==> src/core/switch_glb_pkg.sv <==
/*
  Constants for the global control and interrupt summary register group:
  byte addresses, field positions, reset values, serial frame layout and
  serial clock rate threshold.
  Assumes byte-addressed access with big-endian multi-byte registers.
*/
package switch_glb_pkg;

  // Byte addresses of the first byte of each register
  localparam logic [15:0] ADDR_PWR_CTL   = 16'h0006;
  localparam logic [15:0] ADDR_VARIANT   = 16'h000F;
  localparam logic [15:0] ADDR_GLB_STAT  = 16'h0010;
  localparam logic [15:0] ADDR_GLB_MASK  = 16'h0014;
  localparam logic [15:0] ADDR_PORT_STAT = 16'h0018;
  localparam logic [15:0] ADDR_PORT_MASK = 16'h001C;
  localparam logic [15:0] ADDR_SIO_CTL   = 16'h0100;

  // Field positions
  localparam int PWR_EN_BIT   = 1;
  localparam int PWR_POL_BIT  = 0;
  localparam int GLB_LE_BIT   = 31;
  localparam int SIO_PRE_BIT  = 2;
  localparam int SIO_AUTO_BIT = 1;
  localparam int SIO_RISE_BIT = 0;
  localparam int NUM_PORTS    = 3;

  // Reset values
  localparam logic [1:0] PWR_CTL_RST   = 2'h0;
  localparam logic       GLB_MASK_RST  = 1'b0;
  localparam logic [2:0] PORT_MASK_RST = 3'h0;
  localparam logic [7:0] SIO_CTL_RST   = 8'h42;

  // Serial frame: bit 23 read flag, bits 15:0 byte address, then data
  localparam logic [4:0] HDR_LAST  = 5'h17;
  localparam logic [4:0] BYTE_LAST = 5'h07;
  localparam int         HDR_RD_POS = 22;

  // Serial clock rate threshold for automatic launch edge
  localparam int         REF_CLK_PERIOD_NS   = 10;
  localparam int         SCLK_FAST_PERIOD_NS = 40;
  localparam logic [3:0] SCLK_FAST_CYC =
    4'(SCLK_FAST_PERIOD_NS / REF_CLK_PERIOD_NS);

endpackage

==> src/core/reg_access_if.sv <==
/*
  Byte access channel between the serial byte engine and the register bank.
  Assumes both ends run on ref_clk.
*/
`timescale 1ns/1ps
`default_nettype none

interface reg_access_if;
  logic        acc_valid;
  logic        acc_write;
  logic [15:0] acc_addr;
  logic [7:0]  acc_wdata;
  logic [7:0]  rd_data;
  logic        launch_rise;
  logic        sclk_rise;

  modport engine (output acc_valid, output acc_write, output acc_addr, output acc_wdata,
                  output sclk_rise, input rd_data, input launch_rise);
  modport bank   (input acc_valid, input acc_write, input acc_addr, input acc_wdata,
                  input sclk_rise, output rd_data, output launch_rise);
endinterface

`default_nettype wire

==> src/core/serial_byte_engine.sv <==
/*
  Serial slave byte engine: synchronises the serial pins, collects the
  24-bit header and data bytes, issues byte accesses and shifts read data.
  Assumes the serial clock is far slower than ref_clk and chip select low
  frames each transfer.
*/
`timescale 1ns/1ps
`default_nettype none

module serial_byte_engine
  import switch_glb_pkg::*;
(
  // Clock and reset
  input  wire logic ref_clk,
  input  wire logic arst_n,
  // Serial pins
  input  wire logic spi_sclk,
  input  wire logic spi_cs_n,
  input  wire logic spi_sdi,
  output logic      serial_data_out,
  output logic      serial_data_out_oe,
  // Byte access channel
  reg_access_if.engine acc
);

  logic        sclk_meta_reg, sclk_sync_reg, sclk_prev_reg;
  logic        sclk_meta_next, sclk_sync_next, sclk_prev_next;
  logic        cs_meta_reg, cs_sync_reg, sdi_meta_reg, sdi_sync_reg;
  logic        cs_meta_next, cs_sync_next, sdi_meta_next, sdi_sync_next;
  logic [22:0] hdr_reg, hdr_next;
  logic [7:0]  rx_reg, rx_next, tx_reg, tx_next;
  logic [4:0]  cnt_reg, cnt_next;
  logic        in_data_reg, in_data_next, is_read_reg, is_read_next;
  logic [15:0] addr_reg, addr_next, acc_addr_reg, acc_addr_next;
  logic        valid_reg, valid_next, write_reg, write_next;
  logic [7:0]  wdata_reg, wdata_next;
  logic        out_reg, out_next, oe_reg, oe_next, rise_reg, rise_next;
  logic        rise, fall, active;
  logic [15:0] hdr_addr;

  // Frame decode and shifting; first sync stage only feeds the second
  always_comb
  begin
    sclk_meta_next = spi_sclk;
    sclk_sync_next = sclk_meta_reg;
    sclk_prev_next = sclk_sync_reg;
    cs_meta_next   = spi_cs_n;
    cs_sync_next   = cs_meta_reg;
    sdi_meta_next  = spi_sdi;
    sdi_sync_next  = sdi_meta_reg;
    rise     = sclk_sync_reg & ~sclk_prev_reg;
    fall     = ~sclk_sync_reg & sclk_prev_reg;
    active   = ~cs_sync_reg;
    hdr_addr = {hdr_reg[14:0], sdi_sync_reg};
    hdr_next = hdr_reg;
    rx_next  = rx_reg;
    tx_next  = tx_reg;
    cnt_next = cnt_reg;
    in_data_next  = in_data_reg;
    is_read_next  = is_read_reg;
    addr_next     = addr_reg;
    acc_addr_next = acc_addr_reg;
    wdata_next    = wdata_reg;
    write_next    = write_reg;
    valid_next    = 1'b0;
    out_next      = out_reg;
    oe_next       = active;
    rise_next     = rise;
    if (!active)
    begin
      cnt_next     = 5'h00;
      in_data_next = 1'b0;
    end
    else
    begin
      if (rise && !in_data_reg)
      begin
        hdr_next = {hdr_reg[21:0], sdi_sync_reg};
        cnt_next = cnt_reg + 5'h01;
        if (cnt_reg == HDR_LAST)
        begin
          cnt_next      = 5'h00;
          in_data_next  = 1'b1;
          is_read_next  = hdr_reg[HDR_RD_POS];
          addr_next     = hdr_addr;
          if (hdr_reg[HDR_RD_POS])
          begin
            valid_next    = 1'b1;
            write_next    = 1'b0;
            acc_addr_next = hdr_addr;
            addr_next     = hdr_addr + 16'h0001;
          end
        end
      end
      else if (rise)
      begin
        rx_next  = {rx_reg[6:0], sdi_sync_reg};
        cnt_next = cnt_reg + 5'h01;
        // Boundary edge is skipped so the reload launches the next MSB
        if (is_read_reg && acc.launch_rise && cnt_reg != BYTE_LAST)
        begin
          out_next = tx_reg[7];
          tx_next  = {tx_reg[6:0], 1'b0};
        end
        if (cnt_reg == BYTE_LAST)
        begin
          cnt_next      = 5'h00;
          valid_next    = 1'b1;
          write_next    = ~is_read_reg;
          wdata_next    = {rx_reg[6:0], sdi_sync_reg};
          acc_addr_next = addr_reg;
          addr_next     = addr_reg + 16'h0001;
        end
      end
      if (fall && in_data_reg && is_read_reg && !acc.launch_rise)
      begin
        out_next = tx_reg[7];
        tx_next  = {tx_reg[6:0], 1'b0};
      end
      if (valid_reg && !write_reg)
      begin
        if (acc.launch_rise)
        begin
          out_next = acc.rd_data[7];
          tx_next  = {acc.rd_data[6:0], 1'b0};
        end
        else
        begin
          tx_next = acc.rd_data;
        end
      end
    end
  end

  // Registers only
  always_ff @(posedge ref_clk or negedge arst_n)
  begin
    if (!arst_n)
    begin
      sclk_meta_reg <= 1'b0; sclk_sync_reg <= 1'b0; sclk_prev_reg <= 1'b0;
      cs_meta_reg   <= 1'b1; cs_sync_reg   <= 1'b1;
      sdi_meta_reg  <= 1'b0; sdi_sync_reg  <= 1'b0;
      hdr_reg <= 23'h00_0000; rx_reg <= 8'h00; tx_reg <= 8'h00; cnt_reg <= 5'h00;
      in_data_reg <= 1'b0; is_read_reg <= 1'b0; addr_reg <= 16'h0000;
      acc_addr_reg <= 16'h0000; valid_reg <= 1'b0; write_reg <= 1'b0; wdata_reg <= 8'h00;
      out_reg <= 1'b0; oe_reg <= 1'b0; rise_reg <= 1'b0;
    end
    else
    begin
      sclk_meta_reg <= sclk_meta_next; sclk_sync_reg <= sclk_sync_next; sclk_prev_reg <= sclk_prev_next;
      cs_meta_reg   <= cs_meta_next;   cs_sync_reg   <= cs_sync_next;
      sdi_meta_reg  <= sdi_meta_next;  sdi_sync_reg  <= sdi_sync_next;
      hdr_reg <= hdr_next; rx_reg <= rx_next; tx_reg <= tx_next; cnt_reg <= cnt_next;
      in_data_reg <= in_data_next; is_read_reg <= is_read_next; addr_reg <= addr_next;
      acc_addr_reg <= acc_addr_next; valid_reg <= valid_next; write_reg <= write_next; wdata_reg <= wdata_next;
      out_reg <= out_next; oe_reg <= oe_next; rise_reg <= rise_next;
    end
  end

  // Channel and pin outputs straight from flops
  assign acc.acc_valid       = valid_reg;
  assign acc.acc_write       = write_reg;
  assign acc.acc_addr        = acc_addr_reg;
  assign acc.acc_wdata       = wdata_reg;
  assign acc.sclk_rise       = rise_reg;
  assign serial_data_out     = out_reg;
  assign serial_data_out_oe  = oe_reg;

endmodule

`default_nettype wire

==> src/core/global_irq_serial_ctrl.sv <==
/*
  Global control register group of a three-port switch: power event pin
  control, product variant code, two-level interrupt summary with masks,
  and serial I/O options. Registers are reached byte-wise over the serial
  host port.
  Assumes lookup-engine and per-port interrupt levels come from logic on
  ref_clk; serial pins are asynchronous and synchronised in the engine.
*/
`timescale 1ns/1ps
`default_nettype none

// Function
// - Power event pin driven only when enabled
// - Polarity bit: 0 active low, 1 high
// - Read-only product variant byte at 0x000F
// - Global status bit 31 mirrors lookup engine
// - Global mask bit 31: 0 enables interrupt
// - Port summary flags in bits 2:0
// - Port mask bits 2:0, 0 enables
// - Port flag follows port pending interrupts
// - Unused status and mask bits ignore writes
// - Preamble suppression bit accepts preambleless frames
// - Preamble suppression affects management interface only
// - Auto edge: rising when serial clock fast
// - Manual edge bit 0 selects launch edge
// - Registers reached byte-wise over serial port
// - Big-endian, bytes accessible in any order
module global_irq_serial_ctrl
  import switch_glb_pkg::*;
#(
  parameter logic [7:0] PRODUCT_VARIANT = 8'h5A  // Arbitrary value
)
(
  // Clock and reset
  input  wire logic       ref_clk,
  input  wire logic       arst_n,
  // Serial host port
  input  wire logic       spi_sclk,
  input  wire logic       spi_cs_n,
  input  wire logic       spi_sdi,
  output logic            serial_data_out,
  output logic            serial_data_out_oe,
  // Interrupt sources and power event request from switch logic
  input  wire logic       lookup_engine_irq,
  input  wire logic [2:0] port_irq_pending,
  input  wire logic       power_event_req,
  // Outputs to pins and management logic
  output logic            irq_n,
  output logic            power_event_pin,
  output logic            power_event_pin_oe,
  output logic            preamble_suppress
);

  reg_access_if acc ();

  // Writable control state
  logic [1:0] pwr_ctl_reg, pwr_ctl_next;
  logic       glb_mask_reg, glb_mask_next;
  logic [2:0] port_mask_reg, port_mask_next;
  logic [7:0] sio_ctl_reg, sio_ctl_next;

  // Status and pin state
  logic       le_stat_reg, le_stat_next;
  logic [2:0] port_stat_reg, port_stat_next;
  logic       irq_n_reg, irq_n_next;
  logic       pwr_pin_reg, pwr_pin_next;
  logic       pwr_oe_reg, pwr_oe_next;
  logic       preamble_reg, preamble_next;

  // Serial clock rate detection and launch edge
  logic [3:0] per_cnt_reg, per_cnt_next;
  logic       fast_reg, fast_next;
  logic       launch_rise_reg, launch_rise_next;

  // Read path
  logic [31:0] glb_stat_word, glb_mask_word, port_stat_word, port_mask_word;
  logic [7:0]  rd_data_c;
  logic        wr_en;

  // Byte lane of a 32-bit word, lane 0 holds the most significant byte
  function automatic logic [7:0] word_byte(input logic [31:0] w, input logic [1:0] lane);
    logic [7:0] b;
    b = 8'h00;
    unique case (lane)
      2'h0: b = w[31:24];
      2'h1: b = w[23:16];
      2'h2: b = w[15:8];
      2'h3: b = w[7:0];
    endcase
    return b;
  endfunction

  // Address of the containing word, for matching a byte to its register
  function automatic logic [15:0] word_base(input logic [15:0] a);
    return {a[15:2], 2'h0};
  endfunction

  serial_byte_engine u_engine (
    .ref_clk            (ref_clk),
    .arst_n             (arst_n),
    .spi_sclk           (spi_sclk),
    .spi_cs_n           (spi_cs_n),
    .spi_sdi            (spi_sdi),
    .serial_data_out    (serial_data_out),
    .serial_data_out_oe (serial_data_out_oe),
    .acc                (acc.engine)
  );

  // Register contents as full words; reserved bits read as zero
  always_comb
  begin
    glb_stat_word              = 32'h0000_0000;
    glb_stat_word[GLB_LE_BIT]  = le_stat_reg;
    glb_mask_word              = 32'h0000_0000;
    glb_mask_word[GLB_LE_BIT]  = glb_mask_reg;
    port_stat_word             = {29'h0000_0000, port_stat_reg};
    port_mask_word             = {29'h0000_0000, port_mask_reg};
  end

  // Byte read decode; unmapped addresses return zero
  always_comb
  begin
    rd_data_c = 8'h00;
    if (acc.acc_addr == ADDR_PWR_CTL)
    begin
      rd_data_c = {6'h00, pwr_ctl_reg};
    end
    else if (acc.acc_addr == ADDR_VARIANT)
    begin
      rd_data_c = PRODUCT_VARIANT;
    end
    else if (acc.acc_addr == ADDR_SIO_CTL)
    begin
      rd_data_c = sio_ctl_reg;
    end
    // Word registers by lane
    else if (word_base(acc.acc_addr) == ADDR_GLB_STAT)
    begin
      rd_data_c = word_byte(glb_stat_word, acc.acc_addr[1:0]);
    end
    else if (word_base(acc.acc_addr) == ADDR_GLB_MASK)
    begin
      rd_data_c = word_byte(glb_mask_word, acc.acc_addr[1:0]);
    end
    else if (word_base(acc.acc_addr) == ADDR_PORT_STAT)
    begin
      rd_data_c = word_byte(port_stat_word, acc.acc_addr[1:0]);
    end
    else if (word_base(acc.acc_addr) == ADDR_PORT_MASK)
    begin
      rd_data_c = word_byte(port_mask_word, acc.acc_addr[1:0]);
    end
  end

  assign acc.rd_data = rd_data_c;

  // Byte writes; documented writable bits take data, and every bit of the serial I/O control byte
  always_comb
  begin
    wr_en          = acc.acc_valid & acc.acc_write;
    pwr_ctl_next   = pwr_ctl_reg;
    glb_mask_next  = glb_mask_reg;
    port_mask_next = port_mask_reg;
    sio_ctl_next   = sio_ctl_reg;
    if (wr_en)
    begin
      // Only enable and polarity stored
      if (acc.acc_addr == ADDR_PWR_CTL)
      begin
        pwr_ctl_next = acc.acc_wdata[1:0];
      end
      // Bit 31 lives in the lowest byte address of the word
      if (acc.acc_addr == ADDR_GLB_MASK)
      begin
        glb_mask_next = acc.acc_wdata[7];
      end
      // Other lanes of both pairs hold only reserved bits
      if (acc.acc_addr == ADDR_PORT_MASK + 16'h0003)
      begin
        port_mask_next = acc.acc_wdata[2:0];
      end
      // Reserved upper bits stay writable so a read-merge-write holds them
      if (acc.acc_addr == ADDR_SIO_CTL)
      begin
        sio_ctl_next = acc.acc_wdata;
      end
    end
  end

  // Status capture and interrupt request
  always_comb
  begin
    le_stat_next   = lookup_engine_irq;
    port_stat_next = port_irq_pending;
    // Active-low request; masks hold inverted enable sense
    irq_n_next = ~((le_stat_reg & ~glb_mask_reg)
                   | (|(port_stat_reg & ~port_mask_reg)));
  end

  // Power event pin: asserted level follows polarity, idle level otherwise
  always_comb
  begin
    pwr_oe_next = pwr_ctl_reg[PWR_EN_BIT];
    if (pwr_ctl_reg[PWR_EN_BIT] && power_event_req)
    begin
      pwr_pin_next = pwr_ctl_reg[PWR_POL_BIT];
    end
    else
    begin
      pwr_pin_next = ~pwr_ctl_reg[PWR_POL_BIT];
    end
  end

  // Preamble option goes only to the management data interface
  always_comb
  begin
    preamble_next = sio_ctl_reg[SIO_PRE_BIT];
  end

  // Serial clock period in ref_clk cycles; sampling at 100 MHz makes the
  // threshold coarse, so rates near 25 MHz may resolve either way
  always_comb
  begin
    per_cnt_next = per_cnt_reg;
    fast_next    = fast_reg;
    if (acc.sclk_rise)
    begin
      per_cnt_next = 4'h0;
      fast_next    = (per_cnt_reg < SCLK_FAST_CYC);
    end
    else if (per_cnt_reg != 4'hF)
    begin
      per_cnt_next = per_cnt_reg + 4'h1;
    end
    if (sio_ctl_reg[SIO_AUTO_BIT])
    begin
      launch_rise_next = fast_reg;
    end
    else
    begin
      launch_rise_next = sio_ctl_reg[SIO_RISE_BIT];
    end
  end

  assign acc.launch_rise = launch_rise_reg;

  // All state registers
  always_ff @(posedge ref_clk or negedge arst_n)
  begin
    if (!arst_n)
    begin
      pwr_ctl_reg     <= PWR_CTL_RST;
      glb_mask_reg    <= GLB_MASK_RST;
      port_mask_reg   <= PORT_MASK_RST;
      sio_ctl_reg     <= SIO_CTL_RST;

      // Cleared status, idle pins
      le_stat_reg     <= 1'b0;
      port_stat_reg   <= 3'h0;
      irq_n_reg       <= 1'b1;
      pwr_pin_reg     <= 1'b1;
      pwr_oe_reg      <= 1'b0;
      preamble_reg    <= 1'b0;

      per_cnt_reg     <= 4'hF;
      fast_reg        <= 1'b0;
      launch_rise_reg <= 1'b0;
    end
    else
    begin
      pwr_ctl_reg     <= pwr_ctl_next;
      glb_mask_reg    <= glb_mask_next;
      port_mask_reg   <= port_mask_next;
      sio_ctl_reg     <= sio_ctl_next;

      le_stat_reg     <= le_stat_next;
      port_stat_reg   <= port_stat_next;
      irq_n_reg       <= irq_n_next;
      pwr_pin_reg     <= pwr_pin_next;
      pwr_oe_reg      <= pwr_oe_next;
      preamble_reg    <= preamble_next;

      per_cnt_reg     <= per_cnt_next;
      fast_reg        <= fast_next;
      launch_rise_reg <= launch_rise_next;
    end
  end

  // Top outputs straight from flops
  assign irq_n              = irq_n_reg;
  assign power_event_pin    = pwr_pin_reg;
  assign power_event_pin_oe = pwr_oe_reg;
  assign preamble_suppress  = preamble_reg;

endmodule

`default_nettype wire

==> config.mk <==
export PLATFORM = sky130hd
export DESIGN_NAME = global_irq_serial_ctrl
export DESIGN_NICKNAME = d
export VERILOG_FILES = /design/src/core/switch_glb_pkg.sv /design/src/core/reg_access_if.sv /design/src/core/serial_byte_engine.sv /design/src/core/global_irq_serial_ctrl.sv
export SDC_FILE = /design/constraint.sdc
export NUM_CORES = 1
export LEC_CHECK = 0
export ABC_AREA = 1
export BUFFER_PORTS_ARGS = -buffer_cell sky130_fd_sc_hd__buf_4
export CAP_MARGIN = 30
export CORE_MARGIN = 2
export CORE_UTILIZATION = 30
export DETAILED_ROUTE_END_ITERATION = 10
export SETUP_SLACK_MARGIN = 0.3
export SYNTH_ARGS = -nofsm -noshare
export SYNTH_HDL_FRONTEND = slang
export SYNTH_SLANG_ARGS = --single-unit
export TNS_END_PERCENT = 50
==> constraint.sdc <==
create_clock -name ref_clk -period 4.6 [get_ports ref_clk]
set_input_delay 0.69 -clock ref_clk [delete_from_list [all_inputs] [get_ports ref_clk]]
set_output_delay 0.69 -clock ref_clk [all_outputs]
set_load 0.02 [all_outputs]
==> flow_summary_export.csv, run 1 <==
group,metric,value,unit
die,start_util,30.6,%
min_path,min_path_type,"in2async",
layout,final_nets,785,
synth,yosysSeqAreaShare,50.7,%
placed_design,post_dp_cell_area,0.00658,mm2
cts,cts-hold-fix-buffers,0,
synth,postSynthAreaPerCell,8.24,um2
cts,cts_max_level,4,
sta,layout_min_cycle_time,2.48,ns
routing,routed_wl,13900,um
sta,worst_slew_pin_slew,0.757,ns
sta,skew,0.00583,ns
layout,synthToLayoutAreaGrowth,16.0,%
layout,n_fill_cell,2073,
grt,grtUsageTotal,13.6,%
worst_setup_path,crit_required,4.90,ns
cts,numCtsBuffers,17,
grt,antenna_found_initial,0,
sta,maxSlewHeadroom,49.6,%
routing,drt_pass1_iterations,5,
routing,drc,0,
layout,regArea,0.00314,mm2
synth,synth-seq-cells,125,
sta,period_share,53.9,%
routing,drt_iter0_drc,352,
worst_setup_path,worstPathArrival,2.78,ns
layout,layout-drive-gt1-share,12.0,%
power,leakagePower,3.36,nW
flow_run,drv_cap,0,
sta,rsz0062_at_grt,"false",
cts,clk_pin_slew,0.06,ns
die,num_rows,52,
cts,clockRootBuffer,"clkbuf_16",
cts,ctsResizeCount,0,
synth,yosysWarnings,0,
die,die_area,0.0218,mm2
die,die_w,148,um
synth,yosys-top-cells-area,"dfrtp_1 46%, nand2_1 12%, o21ai_0 6.7%, inv_1 5.5%, dfstp_2 4.2%",
sta,drv_slew,0,
placed_design,place_worst_setup_slack,2.13,ns
routing,vias_per_cell,4.70,
synth,synth_edf_count,0,
cts,cts_sinks,125,
worst_setup_path,path_max_fanout,43,
placed_design,hpwl,9710,um
grt,grt_pass1_wl,23600,um
power,vdd_drop_max,174,uV
cts,insertion_delay,0.42,ns
die,io_pins,16,
routing,vias,4952,
placed_design,dp_cells,1022,
synth,ys_types,43,
synth,synth_fp_nets,766,
worst_setup_path,end_kind,"register",
cts,post_cts_buffers,0,
synth,netlist_area,0.00620,mm2
sta,tns,0,ns
synth,synth_cells,752,
routing,wire_per_inst,13.2,um
placed_design,port_buffers,15,
sta,finalSetupViolCount,0,
layout,diodes,0,
worst_setup_path,crit_type,"reg2reg",
die,core-area,0.0202,mm2
grt,grt_overflow,0,
die,die_h,148,um
cts,cts_tree,"yes",
layout,final_area,0.00719,mm2
cts,cts_max_path_buffers,2,
layout,stdcell_count,1054,
synth,async_flop_share,100,%
grt,grt_start_max_net_pins,60,
routing,postRouteAntennaNets,0,
synth,ys.flop_type,"dfrtp_1",
layout,multi_input_area,0.00259,mm2
grt,grt_pass1_vias,4730,
sta,layout_setup_ws,2.12,ns
layout,largest_reg_flops,23,
power,p_per_area,378,mW/mm2
worst_setup_path,critPathLaunchType,"register",
synth,synth_top_area_cell,"dfrtp_1",
placed_design,gp_congestion,0.853,
synth,synth_top_area_share,46.4,%
sta,hold_violations,0,
sta,max_clock_freq,403,MHz
run_status,outcome,"completed",
==> routing by layer <==
layer  vias to the layer above  wire length [um]  GRT usage [%]
met5                         -                 0              0
met1                      2343              6990           18.7
met4                         0               304           6.01
met3                        21               553           3.52
li1                       2506                 -              -
met2                        82              6050           20.3
==> critical path, cell delays in order, from the launching register on <==
cell,delay [ns]
dfrtp_1,0.37
inv_2,0.07
nand2_4,0.08
inv_4,0.07
nand2_4,0.19
inv_2,0.55
nor2_1,0.11
nor2_1,0.24
a21oi_4,0.06
nand2_4,0.22
mux2_2,0.37
==> area by class of cell <==
cell class	count	area share, %
clock buffers	22	6.60
clock inverters	10	1.90
inverters	97	5.10
multi-input cells	511	36.0
flip-flops and latches	125	43.7
well taps	270	4.70
repair buffers	19	1.99
==> synthesized netlist by cell type (all sizes together) (6+ instances only) <==
library cell	count
nand4	13
buf	7
xor2	9
o22ai	14
nor3	12
dfstp	10
dfrtp	115
nor2	66
clkbuf	12
nand3	45
mux2	19
inv	95
a22oi	6
nand2	196
o21ai	84
a21oi	21
==> final timing paths <==
kind	startpoint	end	slack, ns	cells after the start
min reg2reg	u_engine.sdi_meta_reg	u_engine.sdi_sync_reg	0.35	0
min	arst_n	u_engine.acc.acc_wdata[2]	0.34	1
max in group asynchronous	arst_n	u_engine.hdr_reg[1]	3.29	2
max reg2reg	u_engine.sclk_prev_reg	u_engine.acc.acc_addr[15]	2.12	10
max	u_engine.sclk_prev_reg	u_engine.acc.acc_addr[15]	2.12	10
min in group ref_clk	u_engine.sdi_meta_reg	u_engine.sdi_sync_reg	0.35	0
==> placed cells by master (no fill, tap or decap), drive strengths merged <==
cell type	count
a211oi	2
nor3	12
a22oi	6
nor2	66
o221ai	1
inv	96
clkinv	5
mux2	19
a22o	1
clkbuf	22
nand3	45
o2111ai	1
a21oi	21
o31ai	4
buf	19
xor2	9
dfstp	10
a32oi	1
ha	4
clkinvlp	3
dfrtp	115
nor3b	1
bufinv	3
nand2	196
or2	2
a221oi	1
a31oi	4
nand4	13
nand3b	1
o211ai	1
o21ai	84
o22ai	14
o21a	2
==> cell families after synthesis <==
logic type | after synthesis | synth area share, %
fa+ha+maj | 4 | 0.808
compound gates | 143 | 13.0
mux | 19 | 3.76
xor+xnor | 9 | 1.27
flops | 125 | 50.7
simple gates | 336 | 22.9
buf+inv | 116 | 7.55
==> stage by stage <==
stage / hold slack, ns / util, % / power, mW
floorplan: 0.331 / - / 1.29
global placement: 0.333 / 32.5 / 1.35
detailed placement: 0.339 / 32.5 / 1.35
CTS: 0.351 / 35.5 / 2.74
global route: 0.347 / 35.5 / 2.82
finish: 0.336 / 35.5 / 2.71
==> where the power goes <==
group | switching [mW] | internal [mW]
registers | 0.0411 | 1.15
logic | 0.0938 | 0.0439
clock network | 0.488 | 0.893
No activity file was read; power rests on OpenSTA's default activity.
==> run 2: changes to the inputs <==
--- a/config.mk
+++ b/config.mk
@@ -5,7 +5,7 @@
 export SDC_FILE = /design/constraint.sdc
 export NUM_CORES = 1
 export LEC_CHECK = 0
-export ABC_AREA = 1
+export ABC_AREA = 0
 export BUFFER_PORTS_ARGS = -buffer_cell sky130_fd_sc_hd__buf_4
 export CAP_MARGIN = 30
 export CORE_MARGIN = 2
==> constraint.sdc (replaced) <==
create_clock -name ref_clk -period 2.47 [get_ports ref_clk]
set_input_delay 0.3705 -clock ref_clk [delete_from_list [all_inputs] [get_ports ref_clk]]
set_output_delay 0.3705 -clock ref_clk [all_outputs]
set_load 0.02 [all_outputs]
==> flow_summary_export.csv, run 2 <==
group,metric,value,unit
sta,max_clock_freq,490,MHz
die,start_util,30.4,%
worst_setup_path,crit_type,"reg2reg",
synth,netlist_area,0.00610,mm2
worst_setup_path,worstPathArrival,2.35,ns
sta,drv_slew,0,
routing,drt_pass1_iterations,5,
synth,synth_fa_ha_area_share,0.820,%
synth,synthMuxAreaShare,12.3,%
worst_setup_path,crit_required,2.77,ns
flow_run,drv_cap,0,
sta,worst_slew_pin_slew,0.612,ns
worst_setup_path,reg2reg_depth,4,
synth,synth_edf_count,0,
die,die_w,147,um
grt,grtUsageTotal,12.9,%
synth,synth_top_family_by_area,"simple AND/OR/NAND/NOR gates",
cts,cts_max_level,4,
layout,synthToLayoutAreaGrowth,16.4,%
sta,maxSlewHeadroom,59.2,%
worst_setup_path,rrSetupSlack,0.43,ns
power,p_per_area,695,mW/mm2
synth,async_flop_share,100,%
synth,ys_types,65,
worst_setup_path,slowest_delay,0.63,ns
worst_setup_path,r2r_end,"port_mask_reg[2]",
die,num_rows,52,
synth,synth_xor_area_share,2.58,%
worst_setup_path,end_kind,"register",
power,p_sw,1.19,mW
synth,synth_fp_nets,593,
routing,postRouteAntennaNets,0,
synth,post-synth-top-count-cell,"dfrtp_1",
synth,synth_top_area_share,47.2,%
synth,synth_commonest_cells,"115 x dfrtp_1, 61 x nand2_1, 51 x nor2_1, 45 x mux2_2, 29 x a21oi_1",
power,combPwrFrac,6.8,%
layout,diodes,0,
cts,cts_sinks,125,
synth,yosys-top-cells-area,"dfrtp_1 47%, mux2_2 8.3%, dfstp_2 4.3%, nand2_1 3.8%, nor2_1 3.1%",
sta,layout_min_cycle_time,2.04,ns
power,leakagePower,3.03,nW
worst_setup_path,cp_cell_sequence,"nor4_1 -> nand3_1 -> or4_4 -> mux2_4",
routing,vias_per_cell,4.93,
die,io_pins,16,
run_status,outcome,"completed",
grt,grt_pass1_wl,22100,um
worst_setup_path,path_max_fanout,6,
cts,insertion_delay,0.42,ns
sta,tns,0,ns
worst_setup_path,r2r-start,"u_engine.acc.acc_addr[13]",
grt,grt_overflow,0,
routing,wire_per_inst,14.8,um
power,vdd_drop_max,304,uV
layout,final_common_cell,"dfrtp_1",
die,die_h,147,um
synth,yosysSeqAreaShare,51.5,%
die,core-area,0.0201,mm2
grt,grt_start_max_net_pins,47,
sta,finalSetupViolCount,0,
min_path,min_path_cells,1,
sta,skew,0.0146,ns
cts,clockRootBuffer,"clkbuf_16",
cts,cts_tree,"yes",
synth,synth-seq-cells,125,
layout,largest_reg_flops,23,
layout,final_cell_mix,"115 x dfrtp_1, 61 x nand2_1, 50 x nor2_1",
min_path,hold_end,"u_engine.sdi_meta_reg",
layout,final_nets,613,
worst_setup_path,cpMaxStageDelayCell,"or4_4",
placed_design,gp_congestion,0.823,
layout,stdcell_count,882,
synth,synth_cells,579,
sta,rsz0062_at_grt,"false",
sta,hold_violations,0,
cts,clk_pin_slew,0.05,ns
min_path,min_path_type,"in2reg",
routing,drt_iter0_drc,235,
min_path,hold_start,"spi_sdi",
grt,grt_pass1_vias,4267,
power,p_int,3.75,mW
placed_design,dp_cells,849,
grt,antenna_found_initial,0,
synth,synth_compound_area_share,11.0,%
routing,drc,0,
power,clkPwrFrac,45.6,%
routing,routed_wl,13100,um
synth,yosys.area_share.simple,18.1,%
layout,layout-drive-gt1-share,22.7,%
worst_setup_path,critPathTopFamily,"simple AND/OR/NAND/NOR gates",
sta,period_share,82.7,%
layout,n_fill_cell,2001,
synth,postSynthAreaPerCell,10.5,um2
placed_design,hpwl,8980,um
die,die_area,0.0215,mm2
power,swShare,24.1,%
cts,cts_max_path_buffers,2,
synth,ys.flop_type,"dfrtp_1",
synth,yosysWarnings,0,
worst_setup_path,cp_num_buf_inv,0,
power,power_frac_seq,47.6,%
placed_design,port_buffers,15,
routing,vias,4350,
worst_setup_path,critPathLaunchType,"register",
cts,numCtsBuffers,17,
synth,synth_top_area_cell,"dfrtp_1",
## run 2: how the worst max path moves through the flow
stage | end | cells after the start | start | slack [ns]
finish | port_mask_reg[2] | 4 | u_engine.acc.acc_addr[13] | 0.43
floorplan | sio_ctl_reg[0] | 8 | u_engine.acc.acc_addr[2] | 0.55
global placement | port_mask_reg[0] | 4 | u_engine.acc.acc_addr[13] | 0.44
detailed placement | port_mask_reg[1] | 4 | u_engine.acc.acc_addr[13] | 0.42
global route | u_engine.addr_reg[15] | 6 | u_engine.cnt_reg[0] | 0.34
CTS | port_mask_reg[1] | 4 | u_engine.acc.acc_addr[13] | 0.40
## run 2: stage by stage
stage | setup WS [ns] | util (%) | instance area [um2] | power, mW | hold slack [ns]
after floorplan | 0.554 | - | 6100 | 2.57 | 0.0749
after global placement | 0.442 | 32.6 | 6560 | 2.72 | 0.332
after detailed placement | 0.420 | 32.6 | 6560 | 2.73 | 0.335
after CTS | 0.398 | 35.3 | 7100 | 5.00 | 0.0413
after global routing | 0.337 | 35.3 | 7110 | 5.16 | 0.0366
final | 0.428 | 35.3 | 7110 | 4.94 | 0.0534
## run 2: area by class of cell
class                           count  area, um2  share of cell area, %
Inverter                           15       56.3                  0.792
Tap cell                          270        338                   4.75
Sequential cell                   125       3140                   44.2
Multi-Input combinational cell    406       2750                   38.7
Timing Repair Buffer               34        295                   4.15
Clock buffer                       24        462                   6.50
Clock inverter                      8       67.6                  0.951
## run 2: kinds of logic (layout without fill, tap and decap cells)
| group | after synthesis | after routing |
|---|---|---|
| compound gates | 103 | 103 |
| xor+xnor | 18 | 18 |
| fa+ha+maj | 4 | 4 |
| buf+inv | 48 | 81 |
| flops | 125 | 125 |
| mux | 64 | 64 |
| simple gates | 217 | 217 |
## run 2: repair_timing
action                                 in CTS  in global routing
hold buffers                                1                  0
buffers inserted                            0                  0
setup endpoints to repair                   0                  1
resized for setup                           0                  1
endpoints found under the hold margin      35                  0
## run 2: power groups by stage
stage / Sequential, mW / Clock [mW] / Combinational (mW)
2_1_floorplan: 2.32 / 0 / 0.252
3_3_place_gp: 2.38 / 0 / 0.341
3_5_place_dp: 2.38 / 0 / 0.343
4_1_cts: 2.35 / 2.31 / 0.346
5_1_grt: 2.37 / 2.40 / 0.386
6_report: 2.35 / 2.25 / 0.338
## run 2: per-layer routing
metal  routed length, um  vias up  GRT usage [%]
met5                   0        -              0
met4                 142        0           4.27
met3                 593       13           3.75
met2                5980       95           19.3
met1                6340     2109           18.0
li1                    -     2133              -
